<file path="src/common/rtc_pkg.sv">
// shared constants and types of the real-time clock register slice
package rtc_pkg;

    // ========================================================
    // apb geometry
    localparam int unsigned ADDR_W        = 8;
    localparam int unsigned DATA_W        = 32;
    localparam int unsigned IDX_LSB       = 2;
    localparam int unsigned IDX_W         = 4;

    // ========================================================
    // register indices, byte address is four times the index
    localparam logic [IDX_W-1:0] IDX_XFER0    = 4'h0;
    localparam logic [IDX_W-1:0] IDX_XFER3    = 4'h3;
    localparam logic [IDX_W-1:0] IDX_CTRL     = 4'h4;
    localparam logic [IDX_W-1:0] IDX_OSC_CTRL = 4'h5;
    localparam logic [IDX_W-1:0] IDX_LOAD_CFG = 4'h6;
    localparam logic [IDX_W-1:0] IDX_PIN_CFG  = 4'h7;
    localparam logic [IDX_W-1:0] IDX_MATCH0   = 4'h8;
    localparam logic [IDX_W-1:0] IDX_MATCH3   = 4'hb;
    localparam int unsigned      NUM_BYTES    = 4;

    // ========================================================
    // field positions
    localparam int unsigned CFG_AUTO_BIT   = 7;
    localparam int unsigned CFG_READY_BIT  = 6;
    localparam int unsigned CFG_CAP_W      = 4;
    localparam int unsigned CTRL_SNAP_BIT  = 0;
    localparam int unsigned CTRL_LOAD_BIT  = 1;
    localparam int unsigned CTRL_FLAG_BIT  = 2;
    localparam int unsigned CTRL_MEN_BIT   = 3;
    localparam int unsigned CTRL_RUN_BIT   = 4;
    localparam int unsigned OSC_MODE_BIT   = 6;

    // ========================================================
    // values
    localparam logic [7:0] PIN_SHORT_VAL   = 8'he7;
    localparam logic [7:0] PIN_NORMAL_VAL  = 8'h67;
    localparam logic [7:0] PIN_RESET_VAL   = 8'h67;
    localparam logic [3:0] CAP_RESET_VAL   = 4'h0;

    // ========================================================
    // timing
    localparam int unsigned CLK_PERIOD_NS  = 10;
    localparam int unsigned STEP_TIME_NS   = 1000;
    localparam int unsigned STEP_CYCLES    = (STEP_TIME_NS + CLK_PERIOD_NS - 1) / CLK_PERIOD_NS;
    localparam int unsigned STEP_CNT_W     = 8;

    // ========================================================
    // types
    typedef enum logic [0:0] {
        STEP_IDLE = 1'b0,
        STEP_MOVE = 1'b1
    } step_state_t;

    typedef struct packed {
        logic              load;
        logic [DATA_W-1:0] value;
    } timer_load_t;

endpackage

</file>
<file path="src/rtl/cap_stepper.sv">
// load capacitance stepper with ready indication
`timescale 1ns/1ps
module cap_stepper
    import rtc_pkg::*;
#(
    parameter int unsigned STEP_CNT = STEP_CYCLES
) (
    input  wire logic                 pclk,
    input  wire logic                 presetn,
    input  wire logic                 auto_en,
    input  wire logic [CFG_CAP_W-1:0] target,
    output logic      [CFG_CAP_W-1:0] actual_q,
    output logic                      ready_q
);

    step_state_t            state_q, state_d;
    logic [STEP_CNT_W-1:0]  cnt_q, cnt_d;
    logic [CFG_CAP_W-1:0]   actual_d;
    logic                   ready_d;

    // steps one unit per interval toward the target, or jumps when stepping is off
    always_comb begin
        state_d  = state_q;
        cnt_d    = cnt_q;
        actual_d = actual_q;
        if (!auto_en) begin
            actual_d = target;
            state_d  = STEP_IDLE;
            cnt_d    = '0;
        end else if (actual_q == target) begin
            state_d = STEP_IDLE;
            cnt_d   = '0;
        end else if (state_q == STEP_IDLE) begin
            state_d = STEP_MOVE;
            cnt_d   = '0;
        end else if (cnt_q == STEP_CNT_W'(STEP_CNT - 1)) begin
            cnt_d    = '0;
            actual_d = (actual_q < target) ? actual_q + 4'h1 : actual_q - 4'h1;
        end else begin
            cnt_d = cnt_q + 8'h01;
        end
        ready_d = (actual_d == target);
    end

    // state registers
    always_ff @(posedge pclk or negedge presetn) begin
        if (!presetn) begin
            state_q  <= STEP_IDLE;
            cnt_q    <= '0;
            actual_q <= CAP_RESET_VAL;
            ready_q  <= 1'b1;
        end else begin
            state_q  <= state_d;
            cnt_q    <= cnt_d;
            actual_q <= actual_d;
            ready_q  <= ready_d;
        end
    end

    chk_ready_match: assert property (@(posedge pclk) disable iff (!presetn)
        ready_q |-> actual_q == $past(target)) else $error("ready while capacitance differs");

    chk_step_off: assert property (@(posedge pclk) disable iff (!presetn)
        !auto_en |=> actual_q == $past(target)) else $error("capacitance moved while stepping off");

endmodule

</file>
<file path="src/rtl/rtc_timer.sv">
// 32-bit timer advanced by slow clock ticks, with preset
`timescale 1ns/1ps
module rtc_timer
    import rtc_pkg::*;
#(
    parameter int unsigned WIDTH = DATA_W
) (
    input  wire logic             pclk,
    input  wire logic             presetn,
    input  wire logic             tick,
    input  wire logic             run,
    input  wire timer_load_t      preset,
    output logic      [WIDTH-1:0] count_q
);

    logic [WIDTH-1:0] count_d;

    // preset has priority over a tick in the same cycle
    always_comb begin
        count_d = count_q;
        if (preset.load) begin
            count_d = preset.value[WIDTH-1:0];
        end else if (tick && run) begin
            count_d = count_q + 1'b1;
        end
    end

    // timer register
    always_ff @(posedge pclk or negedge presetn) begin
        if (!presetn) begin
            count_q <= '0;
        end else begin
            count_q <= count_d;
        end
    end

    chk_timer_hold: assert property (@(posedge pclk) disable iff (!presetn)
        (!preset.load && !(tick && run)) |=> $stable(count_q)) else $error("timer changed without cause");

endmodule

</file>
<file path="src/rtl/rtc_regs.sv">
// apb register slice of the real-time clock: oscillator config, timer transfer, match value
//
// Functional notes
// - bit 7 enables automatic capacitance stepping
// - bit 6 ready when capacitance reaches target
// - config bits 5:4 read zero, ignore writes
// - bits 3:0 hold target load capacitance
// - writing 0xe7 shorts the oscillator pins
// - writing 0x67 restores normal oscillator pins
// - four transfer bytes form 32-bit timer value
// - transfer moves only on a byte write or snapshot
// - transfer bytes at 0x00-0x03, lsb first
// - match bytes at 0x08-0x0b, lsb first
// - config at 0x06, pin config at 0x07
// - load strobe presets timer, then self-clears
// - snapshot strobe copies timer, then self-clears
// - mode bit selects crystal or self-oscillate
//
// Chosen here: register access over APB.
`timescale 1ns/1ps
module rtc_regs
    import rtc_pkg::*;
#(
    parameter int unsigned STEP_CNT = STEP_CYCLES
) (
    input  wire logic                  pclk,
    input  wire logic                  presetn,
    input  wire logic                  psel,
    input  wire logic                  penable,
    input  wire logic                  pwrite,
    input  wire logic [ADDR_W-1:0]     paddr,
    input  wire logic [DATA_W-1:0]     pwdata,
    output logic      [DATA_W-1:0]     prdata,
    output logic                       pready,
    output logic                       pslverr,
    input  wire logic                  rtc_tick,
    output logic                       osc_mode_select,
    output logic                       osc_pin_short,
    output logic      [CFG_CAP_W-1:0]  load_cap_actual,
    output logic                       match_event_flag,
    output logic      [DATA_W-1:0]     timer_value
);

    // ========================================================
    // state
    logic [DATA_W-1:0]     prdata_q, prdata_d;
    logic                  pready_q, pready_d;
    logic                  pslverr_q, pslverr_d;
    logic [DATA_W-1:0]     xfer_q, xfer_d;
    logic [DATA_W-1:0]     match_q, match_d;
    logic                  cfg_auto_q, cfg_auto_d;
    logic [CFG_CAP_W-1:0]  cfg_cap_q, cfg_cap_d;
    logic [7:0]            pin_q, pin_d;
    logic                  pin_short_q, pin_short_d;
    logic                  osc_mode_q, osc_mode_d;
    logic                  run_q, run_d;
    logic                  men_q, men_d;
    logic                  load_stb_q, load_stb_d;
    logic                  snap_stb_q, snap_stb_d;
    logic                  flag_q, flag_d;
    logic                  tick_s1_q, tick_s2_q, tick_s3_q;

    logic [IDX_W-1:0]      idx;
    logic                  mapped;
    logic                  access;
    logic                  wr_en;
    logic                  tick_pulse;
    logic                  cap_ready;
    logic                  hit;
    logic [DATA_W-1:0]     timer_count;
    logic [CFG_CAP_W-1:0]  cap_actual;
    timer_load_t           preset;

    // ========================================================
    // address decode
    assign idx    = paddr[IDX_LSB +: IDX_W];
    assign mapped = (paddr[IDX_LSB-1:0] == 2'h0) && (paddr[ADDR_W-1:IDX_LSB+IDX_W] == 2'h0)
                    && (idx <= IDX_MATCH3);
    assign access = psel && penable;
    // a write lands at the edge where pready is seen high
    assign wr_en  = access && pready_q && pwrite && !pslverr_q;

    // ========================================================
    // slow clock tick synchroniser and rising edge detect
    always_ff @(posedge pclk or negedge presetn) begin
        if (!presetn) begin
            tick_s1_q <= 1'b0;
            tick_s2_q <= 1'b0;
            tick_s3_q <= 1'b0;
        end else begin
            tick_s1_q <= rtc_tick;
            tick_s2_q <= tick_s1_q;
            tick_s3_q <= tick_s2_q;
        end
    end
    assign tick_pulse = tick_s2_q && !tick_s3_q;

    // ========================================================
    // sub blocks
    assign preset = '{load: load_stb_q,
                      value: xfer_q};

    rtc_timer #(
        .WIDTH   (DATA_W)
    ) u_timer (
        .pclk    (pclk),
        .presetn (presetn),
        .tick    (tick_pulse),
        .run     (run_q),
        .preset  (preset),
        .count_q (timer_count)
    );

    cap_stepper #(
        .STEP_CNT (STEP_CNT)
    ) u_stepper (
        .pclk     (pclk),
        .presetn  (presetn),
        .auto_en  (cfg_auto_q),
        .target   (cfg_cap_q),
        .actual_q (cap_actual),
        .ready_q  (cap_ready)
    );

    // equality against the match value counts only while enabled
    assign hit = men_q && (timer_count == match_q);

    // ========================================================
    // apb handshake: one wait state, read data and error registered
    always_comb begin
        pready_d  = access && !pready_q;
        pslverr_d = access && !pready_q && !mapped;
        prdata_d  = '0;
        if (access && !pready_q && !pwrite && mapped) begin
            if (idx <= IDX_XFER3) begin
                prdata_d[7:0] = xfer_q[8*idx[1:0] +: 8];
            end else if (idx >= IDX_MATCH0) begin
                prdata_d[7:0] = match_q[8*idx[1:0] +: 8];
            end else begin
                case (idx)
                    IDX_CTRL: begin
                        prdata_d[CTRL_SNAP_BIT] = snap_stb_q;
                        prdata_d[CTRL_LOAD_BIT] = load_stb_q;
                        prdata_d[CTRL_FLAG_BIT] = flag_q;
                        prdata_d[CTRL_MEN_BIT]  = men_q;
                        prdata_d[CTRL_RUN_BIT]  = run_q;
                    end
                    IDX_OSC_CTRL: begin
                        prdata_d[OSC_MODE_BIT] = osc_mode_q;
                    end
                    IDX_LOAD_CFG: begin
                        prdata_d[CFG_AUTO_BIT]    = cfg_auto_q;
                        prdata_d[CFG_READY_BIT]   = cap_ready;
                        prdata_d[CFG_CAP_W-1:0]   = cfg_cap_q;
                    end
                    IDX_PIN_CFG: begin
                        prdata_d[7:0] = pin_q;
                    end
                    default: begin
                        prdata_d = '0;
                    end
                endcase
            end
        end
    end

    // ========================================================
    // register writes, strobe completion and match flag
    always_comb begin
        xfer_d      = xfer_q;
        match_d     = match_q;
        cfg_auto_d  = cfg_auto_q;
        cfg_cap_d   = cfg_cap_q;
        pin_d       = pin_q;
        pin_short_d = pin_short_q;
        osc_mode_d  = osc_mode_q;
        run_d       = run_q;
        men_d       = men_q;
        flag_d      = flag_q;
        // strobes finish one cycle after being raised
        load_stb_d  = 1'b0;
        snap_stb_d  = 1'b0;
        if (snap_stb_q) begin
            xfer_d = timer_count;
        end
        if (wr_en) begin
            for (int i = 0; i < NUM_BYTES; i++) begin
                if (idx == IDX_XFER0 + 4'(i)) begin
                    xfer_d[8*i +: 8] = pwdata[7:0];
                end
                if (idx == IDX_MATCH0 + 4'(i)) begin
                    match_d[8*i +: 8] = pwdata[7:0];
                end
            end
            case (idx)
                IDX_CTRL: begin
                    snap_stb_d = pwdata[CTRL_SNAP_BIT];
                    load_stb_d = pwdata[CTRL_LOAD_BIT];
                    men_d      = pwdata[CTRL_MEN_BIT];
                    run_d      = pwdata[CTRL_RUN_BIT];
                    if (pwdata[CTRL_FLAG_BIT] || !pwdata[CTRL_MEN_BIT]) begin
                        flag_d = 1'b0;
                    end
                end
                IDX_OSC_CTRL: begin
                    osc_mode_d = pwdata[OSC_MODE_BIT];
                end
                IDX_LOAD_CFG: begin
                    cfg_auto_d = pwdata[CFG_AUTO_BIT];
                    cfg_cap_d  = pwdata[CFG_CAP_W-1:0];
                end
                IDX_PIN_CFG: begin
                    pin_d = pwdata[7:0];
                    if (pwdata[7:0] == PIN_SHORT_VAL) begin
                        pin_short_d = 1'b1;
                    end else if (pwdata[7:0] == PIN_NORMAL_VAL) begin
                        pin_short_d = 1'b0;
                    end
                end
                default: begin
                    pin_d = pin_q;
                end
            endcase
        end
        // a match in the clearing cycle still sets the flag
        if (hit) begin
            flag_d = 1'b1;
        end
    end

    // ========================================================
    // register bank
    always_ff @(posedge pclk or negedge presetn) begin
        if (!presetn) begin
            prdata_q    <= '0;
            pready_q    <= 1'b0;
            pslverr_q   <= 1'b0;
            xfer_q      <= '0;
            match_q     <= '0;
            cfg_auto_q  <= 1'b0;
            cfg_cap_q   <= CAP_RESET_VAL;
            pin_q       <= PIN_RESET_VAL;
            pin_short_q <= 1'b0;
            osc_mode_q  <= 1'b0;
            run_q       <= 1'b0;
            men_q       <= 1'b0;
            load_stb_q  <= 1'b0;
            snap_stb_q  <= 1'b0;
            flag_q      <= 1'b0;
        end else begin
            prdata_q    <= prdata_d;
            pready_q    <= pready_d;
            pslverr_q   <= pslverr_d;
            xfer_q      <= xfer_d;
            match_q     <= match_d;
            cfg_auto_q  <= cfg_auto_d;
            cfg_cap_q   <= cfg_cap_d;
            pin_q       <= pin_d;
            pin_short_q <= pin_short_d;
            osc_mode_q  <= osc_mode_d;
            run_q       <= run_d;
            men_q       <= men_d;
            load_stb_q  <= load_stb_d;
            snap_stb_q  <= snap_stb_d;
            flag_q      <= flag_d;
        end
    end

    // ========================================================
    // outputs, each from a flip-flop
    assign prdata           = prdata_q;
    assign pready           = pready_q;
    assign pslverr          = pslverr_q;
    assign osc_mode_select  = osc_mode_q;
    assign osc_pin_short    = pin_short_q;
    assign load_cap_actual  = cap_actual;
    assign match_event_flag = flag_q;
    assign timer_value      = timer_count;

    // ========================================================
    // checks
    chk_cfg_unused_zero: assert property (@(posedge pclk) disable iff (!presetn)
        (pready_q && !pwrite && idx == IDX_LOAD_CFG) |-> prdata_q[5:4] == 2'h0)
        else $error("unused config bits read nonzero");

    chk_cfg_target_store: assert property (@(posedge pclk) disable iff (!presetn)
        (wr_en && idx == IDX_LOAD_CFG) |=> cfg_cap_q == $past(pwdata[3:0]))
        else $error("target capacitance not stored");

    chk_pin_short_set: assert property (@(posedge pclk) disable iff (!presetn)
        (wr_en && idx == IDX_PIN_CFG && pwdata[7:0] == PIN_SHORT_VAL) |=> osc_pin_short)
        else $error("pins not shorted");

    chk_pin_short_clear: assert property (@(posedge pclk) disable iff (!presetn)
        (wr_en && idx == IDX_PIN_CFG && pwdata[7:0] == PIN_NORMAL_VAL) |=> !osc_pin_short)
        else $error("pins still shorted");

    chk_load_preset: assert property (@(posedge pclk) disable iff (!presetn)
        $rose(load_stb_q) |=> (timer_value == $past(xfer_q)) && !load_stb_q)
        else $error("timer preset missing or strobe stuck");

    chk_snap_copy: assert property (@(posedge pclk) disable iff (!presetn)
        snap_stb_q |=> (xfer_q == $past(timer_count)) && !snap_stb_q)
        else $error("snapshot missing or strobe stuck");

    chk_xfer_hold: assert property (@(posedge pclk) disable iff (!presetn)
        (!snap_stb_q && !wr_en) |=> $stable(xfer_q))
        else $error("transfer bytes changed without cause");

    chk_xfer_lsb: assert property (@(posedge pclk) disable iff (!presetn)
        (wr_en && idx == IDX_XFER0) |=> xfer_q[7:0] == $past(pwdata[7:0]))
        else $error("transfer low byte misplaced");

    chk_match_lsb: assert property (@(posedge pclk) disable iff (!presetn)
        (wr_en && idx == IDX_MATCH0) |=> match_q[7:0] == $past(pwdata[7:0]))
        else $error("match low byte misplaced");

    chk_cfg_decode: assert property (@(posedge pclk) disable iff (!presetn)
        (pready_q && paddr[1:0] == 2'h0 && (idx == IDX_LOAD_CFG || idx == IDX_PIN_CFG)
         && paddr[7:6] == 2'h0) |-> !pslverr_q)
        else $error("config register not decoded");

    chk_mode_store: assert property (@(posedge pclk) disable iff (!presetn)
        (wr_en && idx == IDX_OSC_CTRL) |=> osc_mode_select == $past(pwdata[6]))
        else $error("oscillator mode not stored");

    chk_match_flag: assert property (@(posedge pclk) disable iff (!presetn)
        hit |=> match_event_flag)
        else $error("match flag not raised");

    chk_step_enable: assert property (@(posedge pclk) disable iff (!presetn)
        (wr_en && idx == IDX_LOAD_CFG) |=> cfg_auto_q == $past(pwdata[7]))
        else $error("stepping enable not stored");

endmodule

</file>
<file path="config.mk">
export PLATFORM = sky130hd
export DESIGN_NAME = rtc_regs
export DESIGN_NICKNAME = d
export VERILOG_FILES = /design/src/common/rtc_pkg.sv /design/src/rtl/cap_stepper.sv /design/src/rtl/rtc_timer.sv /design/src/rtl/rtc_regs.sv
export SDC_FILE = /design/constraint.sdc
export NUM_CORES = 1
export LEC_CHECK = 0
export CELL_PAD_IN_SITES_DETAIL_PLACEMENT = 1
export CELL_PAD_IN_SITES_GLOBAL_PLACEMENT = 2
export CORE_MARGIN = 10
export CORE_UTILIZATION = 30
export DETAILED_ROUTE_END_ITERATION = 12
export DONT_BUFFER_PORTS = 1
export PLACE_DENSITY_LB_ADDON = 0.2
export REMOVE_ABC_BUFFERS = 1
export SLEW_MARGIN = 20
export SYNTH_ARGS = -nofsm -noshare
export SYNTH_HDL_FRONTEND = slang
export SYNTH_SLANG_ARGS = --single-unit
</file>
<file path="constraint.sdc">
create_clock -name pclk -period 7.75 [get_ports pclk]
set_input_delay 2.325 -clock pclk [delete_from_list [all_inputs] [get_ports pclk]]
set_output_delay 2.325 -clock pclk [all_outputs]
set_load 0.01 [all_outputs]
</file>
==> results.json, run 1 <==
{
  "cts.reportedPaths.clkPinSlew_ps": 60,
  "numPortBuffers": 0,
  "initial_utilization_pct": 30.2,
  "slew_headroom_pct": 39.8,
  "synth_top_area_share_pct": 43.8,
  "synth_cell_types": 50,
  "antenna_found_initial": 2,
  "clock_path_buffers": 2,
  "grt_pass1_wl_um": 39000,
  "critPathArrivalTime_ps": 4030,
  "critPathRequiredTime_ps": 8000,
  "routed_via_density": 5.18,
  "drive_gt1_share_pct": 16.8,
  "grt_busiest_layer": "met2",
  "fp.dieH_um": 182,
  "synth-seq-area-share_pct": 45.8,
  "post-place-ws_ps": 3530,
  "core_area_sq_um": 25900,
  "regArea_sq_um": 3590,
  "hpwl_um": 17500,
  "hold_class": "reg -> reg",
  "use_met2_pct": 25.5,
  "cts_resized": 0,
  "grt_max_degree": 144,
  "clkLatencyLatePin_ps": 430,
  "avgSynthCellArea_sq_um": 10.5,
  "synth_area_leader_cell": "dfrtp_1",
  "met3_usage_pct": 4.33,
  "period_needed_ps": 3780,
  "fin_nets": 774,
  "postCtsSetupRepairBufs": 0,
  "ys.flop_type": "dfrtp_1",
  "place_congestion": 0.782,
  "drc_errors": 0,
  "h-tree-depth": 4,
  "drt_iter0_drc": 419,
  "cts.sinks": 143,
  "final_area_sq_um": 8600,
  "die_w_um": 182,
  "nFillCells": 2863,
  "ys_top_cells_by_count": "dfrtp_1, nor2_1, nand2_1",
  "syn_area_sq_um": 7830,
  "finalSetupViolCount": 0,
  "track_usage_pct": 15.5,
  "yosysWarnings": 0,
  "ir_drop_mv": 0.0912,
  "hold_buffers": 0,
  "critPathMaxFanout": 16,
  "critPathLaunchType": "primary input",
  "fmax_mhz": 265,
  "setup_ws_ps": 3970,
  "synthArstFlopShare_pct": 100,
  "io-pin-count": 119,
  "slew_violations": 0,
  "dp.cells": 1035,
  "n_antenna_cell": 0,
  "worstSetupPathType": "in -> reg",
  "gr-usage-met1_pct": 19.9,
  "fp.dieArea_sq_um": 33000,
  "cts_tree": "built",
  "fin_cells": 1065,
  "grt-ovfl-total": 0,
  "timing.final.hold_violations": 0,
  "root_buffer": "clkbuf_16",
  "synthTopCellsByArea": "dfrtp_1, mux2_2, xor2_1, mux2i_1, mux4_2",
  "fin_skew_ps": 11.9,
  "min_period_over_period_pct": 48.7,
  "cts_buffers": 17,
  "p_total_uw": 1830,
  "wl_per_cell_um": 23.9,
  "critPathCaptureType": "flip-flop",
  "synth_most_common_cell": "dfrtp_1",
  "p_leak_uw": 0.00357,
  "synth_edf_count": 0,
  "grt_setup_unrepaired": "false",
  "power_density_nw_per_um2": 213,
  "run_status": "completed",
  "vias": 5512,
  "post_dp_cell_area_sq_um": 7980,
  "worst_pin_slew_ps": 897,
  "grt_pass1_vias": 5965,
  "fin_tns_setup_ps": 0,
  "ys_ff_latch": 143,
  "drt-total-wl_um": 25400,
  "drv_cap": 0,
  "antenna_left": 0,
  "syn_inst": 743,
  "multiInputGateArea_sq_um": 3910,
  "row_count": 59,
  "area_delta_synth_final_pct": 9.76,
  "drt_first_pass_iters": 4
}
## cell usage in the layout, fill, tap and decap left out, types with 4 or more instances in the layout
cell type     n
dfrtp_1     135
nor2_1       71
nand2_1      56
a21oi_1      52
mux2_2       52
xor2_1       47
mux2i_1      38
o21ai_0      33
xnor2_1      30
nand3_1      26
conb_1       24
nand4_1      20
clkbuf_16    17
mux4_2       16
inv_1        11
and3_1        8
nor3_1        8
ha_1          8
nor4_1        6
a211oi_1      6
dfstp_2       6
nand2_2       5
and2_1        4
nor2b_1       4
clkinvlp_4    4
bufinv_16     4
## routing by layer
layer  vias to the layer above  routed length, um
met2                       121              12400
met1                      2872              11200
met5                         -                  0
li1                       2499                  -
met3                        20               1650
met4                         0                214
## report_power, final
part / total (uW) / internal (uW) / leakage (uW) / switching, uW
logic: 126 / 63.0 / 0.00148 / 63.2
registers: 829 / 778 / 0.00179 / 51.4
clock network: 874 / 550 / 0.000293 / 324
## critical path, cell delays in order
cell     delay [ps]
nand4_1         340
nor4_2          410
nand2_1         620
nor2_1          260
a21oi_1          70
## final cells by class
type | instances | area share [%]
multi-input cells | 543 | 45.4
flip-flops and latches | 143 | 41.8
clock buffers | 19 | 5.27
well taps | 335 | 4.88
clock inverters | 11 | 1.92
inverters | 11 | 0.480
repair buffers | 3 | 0.262
## kinds of logic (layout without fill, tap and decap cells)
group | after synthesis | count (layout) | share of synthesized area [%]
muxes | 106 | 106 | 16.9
DFF | 143 | 143 | 45.8
adders and majority gates | 9 | 9 | 1.53
buffers and inverters | 80 | 44 | 5.46
and+or+nand+nor | 225 | 225 | 14.5
other | 1 | 24 | 0.0479
AOI/OAI and AO/OA | 102 | 102 | 7.17
xor gates and xnor gates | 77 | 77 | 8.61
## registers in the layout, summed over array words and instances (netlist names), 4 cells and up
name,flops
u_stepper.actual_q,4
prdata,8
match_q,32
cfg_cap_q,4
xfer_q,32
u_stepper.cnt_q,8
u_timer.count_q,32
pin_q,8
## through the flow
stage | hold slack [ps] | util [%]
4_1_cts | 374 | 33.2
3_5_place_dp | 337 | 30.8
6_report | 375 | 33.2
5_1_grt | 387 | 33.2
2_1_floorplan | 331 | -
3_3_place_gp | 342 | 30.8
## path summary, 6_finish.rpt
path / from / to / slack [ps] / depth (start not counted)
worst max-delay path: pwrite / xfer_q[16] / 3970 / 5
worst max register to register: u_stepper.actual_q[1] / u_stepper.ready_q / 5010 / 10
worst min-delay path: tick_s1_q / tick_s2_q / 370 / 0
max in group asynchronous: presetn / pin_q[0] / 5880 / 0
worst min register to register: tick_s1_q / tick_s2_q / 370 / 0
min in group asynchronous: presetn / u_stepper.actual_q[0] / 1590 / 0
Note: power is estimated with default switching activity, not from simulation.
==> run 2: changes to the inputs <==
==> constraint.sdc (replaced) <==
create_clock -name pclk -period 3.2 [get_ports pclk]
set_input_delay 0.96 -clock pclk [delete_from_list [all_inputs] [get_ports pclk]]
set_output_delay 0.96 -clock pclk [all_outputs]
set_load 0.01 [all_outputs]
==> results.json, run 2 (same netlist as run 1, synthesis figures left out) <==
{
  "track_usage_pct": 15.9,
  "met1_length_um": 11500,
  "rr_startpoint": "cfg_cap_q[1]",
  "crit_buf_inv": 1,
  "seqPwrFrac_pct": 46.4,
  "worstSetupPathType": "reg -> reg",
  "fmax_mhz": 370,
  "routed.top_layer": "met4",
  "grt_pass1_vias": 6056,
  "critPathMaxFanout": 6,
  "ir_drop_mv": 0.239,
  "antenna_left": 0,
  "drv_cap": 0,
  "max_stage_delay_ps": 490,
  "power_density_nw_per_um2": 502,
  "antenna_found_initial": 1,
  "postCtsSetupRepairBufs": 0,
  "root_buffer": "clkbuf_16",
  "timing.final.hold_violations": 0,
  "drt_first_pass_iters": 4,
  "drt_iter0_drc": 348,
  "cts_tree": "built",
  "core_area_sq_um": 25900,
  "slew_headroom_pct": 54.7,
  "p_total_uw": 4330,
  "fp.dieArea_sq_um": 33000,
  "cp_top_family": "compound AO/OA/AOI/OAI gates",
  "hold_buffers": 0,
  "h-tree-depth": 4,
  "period_needed_ps": 2700,
  "met2WireLength_um": 12700,
  "io-pin-count": 119,
  "drive_gt1_share_pct": 17.6,
  "largestRegisters": "match_q: 32 flops, u_timer.count_q: 32 flops, xfer_q: 32 flops",
  "worst_pin_slew_ps": 679,
  "numPortBuffers": 0,
  "finalSetupViolCount": 0,
  "critPathRequiredTime_ps": 3560,
  "r2r_setup_slack_ps": 500,
  "dr_wl_met3_um": 1630,
  "hold_class": "in -> async",
  "crit_chain": "inv_1 > ha_1 > nor2b_1 > o211ai_1 > nand2_1 > ha_1 > a21oi_1 > nand2_1 > a21o_1 > a211o_1 > a41o_1",
  "critPathLaunchType": "flip-flop",
  "clock_path_buffers": 2,
  "final_util_pct": 33.3,
  "critPathCaptureType": "flip-flop",
  "switching_share_pct": 25.1,
  "slew_violations": 0,
  "grt_setup_unrepaired": "false",
  "regToRegEndpoint": "u_stepper.ready_q",
  "hpwl_um": 18100,
  "holdWs_ps": 231,
  "run_status": "completed",
  "fin_tns_setup_ps": 0,
  "pwr-share-comb_pct": 7.2,
  "fp.dieH_um": 182,
  "cts_buffers": 17,
  "grt-ovfl-total": 0,
  "row_count": 59,
  "routed_via_density": 5.18,
  "cts.sinks": 143,
  "wl_per_cell_um": 24.4,
  "p_switching_uw": 1090,
  "layout_common_cells": "dfrtp_1, nor2_1, nand2_1",
  "n_antenna_cell": 0,
  "fin_nets": 782,
  "reg2reg_depth": 11,
  "area_delta_synth_final_pct": 10.0,
  "p_leak_uw": 0.00359,
  "cp_slowest_cell": "dfrtp_1",
  "grt_max_degree": 144,
  "initial_utilization_pct": 30.2,
  "grt_pass1_wl_um": 40000,
  "intPower_uw": 3240,
  "die_w_um": 182,
  "drc_errors": 0,
  "vias": 5556,
  "clkLatencyLatePin_ps": 430,
  "place_congestion": 0.793,
  "min_period_over_period_pct": 84.4,
  "clkPwrFrac_pct": 46.4,
  "critPathArrivalTime_ps": 3060,
  "cts.reportedPaths.clkPinSlew_ps": 60,
  "drt-total-wl_um": 26100,
  "cts_resized": 0,
  "layout_commonest_cell": "dfrtp_1",
  "fin_skew_ps": 11.5
}
[run 2: changes by cell type in the layout (fill, tap and decap cells not counted)]
| cell | change |
|---|---|
| clkinv_2 | -1 |
| buf_4 | +8 |
| dfrtp_4 | -1 |
| clkinvlp_4 | -1 |
| bufinv_16 | -2 |
| inv_6 | +1 |
| dfrtp_2 | +1 |
| clkbuf_8 | +1 |
| clkbuf_1 | +1 |
| clkinv_4 | +1 |
[run 2: worst max-delay path by stage]
stage | start | end | slack, ps | cells past startpoint
final | cfg_cap_q[1] | u_stepper.ready_q | 500 | 11
after global routing | cfg_cap_q[1] | u_stepper.ready_q | 310 | 11
after CTS | cfg_cap_q[1] | u_stepper.ready_q | 470 | 11
after detailed placement | pwrite | osc_pin_short | 450 | 5
after global placement | cfg_cap_q[1] | u_stepper.ready_q | 540 | 11
after floorplan | u_stepper.actual_q[1] | u_stepper.ready_q | 730 | 10
[run 2: through the flow]
stage / area (sq um) / cells / setup WS (ps)
global placement: 8040 / 1043 / 540
global route: 8620 / 1073 / 308
finish: 8620 / 1073 / 500
CTS: 8620 / 1073 / 473
floorplan: 7530 / 697 / 735
detailed placement: 8040 / 1043 / 445
[run 2: cell type report]
cell class,count,area (sq um)
Fill cell,2873,17300
Timing Repair Buffer,11,82.6
Tap cell,335,419
Multi-Input combinational cell,543,3910
Clock inverter,9,110
Inverter,11,41.3
Clock buffer,21,470
Sequential cell,143,3590
[run 2: power groups by stage]
stage                     clock [uW]  combinational (uW)  sequential (uW)
after floorplan                    0                 246             1990
after global placement             0                 305             2040
after detailed placement           0                 312             2040
after CTS                       2060                 313             2010
after global routing            2140                 348             2020
final                           2010                 311             2010
[run 2: worst register-to-register path, stage by stage, from the launching register on]
cell and delay [ps]:
dfrtp_1 490, inv_1 80, ha_1 290, nor2b_1 140, o211ai_1 240, nand2_1 150
ha_1 350, a21oi_1 130, nand2_1 90, a21o_1 190, a211o_1 260, a41o_1 230
[run 2: metal layers]
layer / track usage [%] / vias to the layer above
li1: - / 2519
met1: 20.2 / 2897
met2: 26.4 / 120
met3: 4.25 / 20
met4: 3.61 / 0
met5: 0 / -
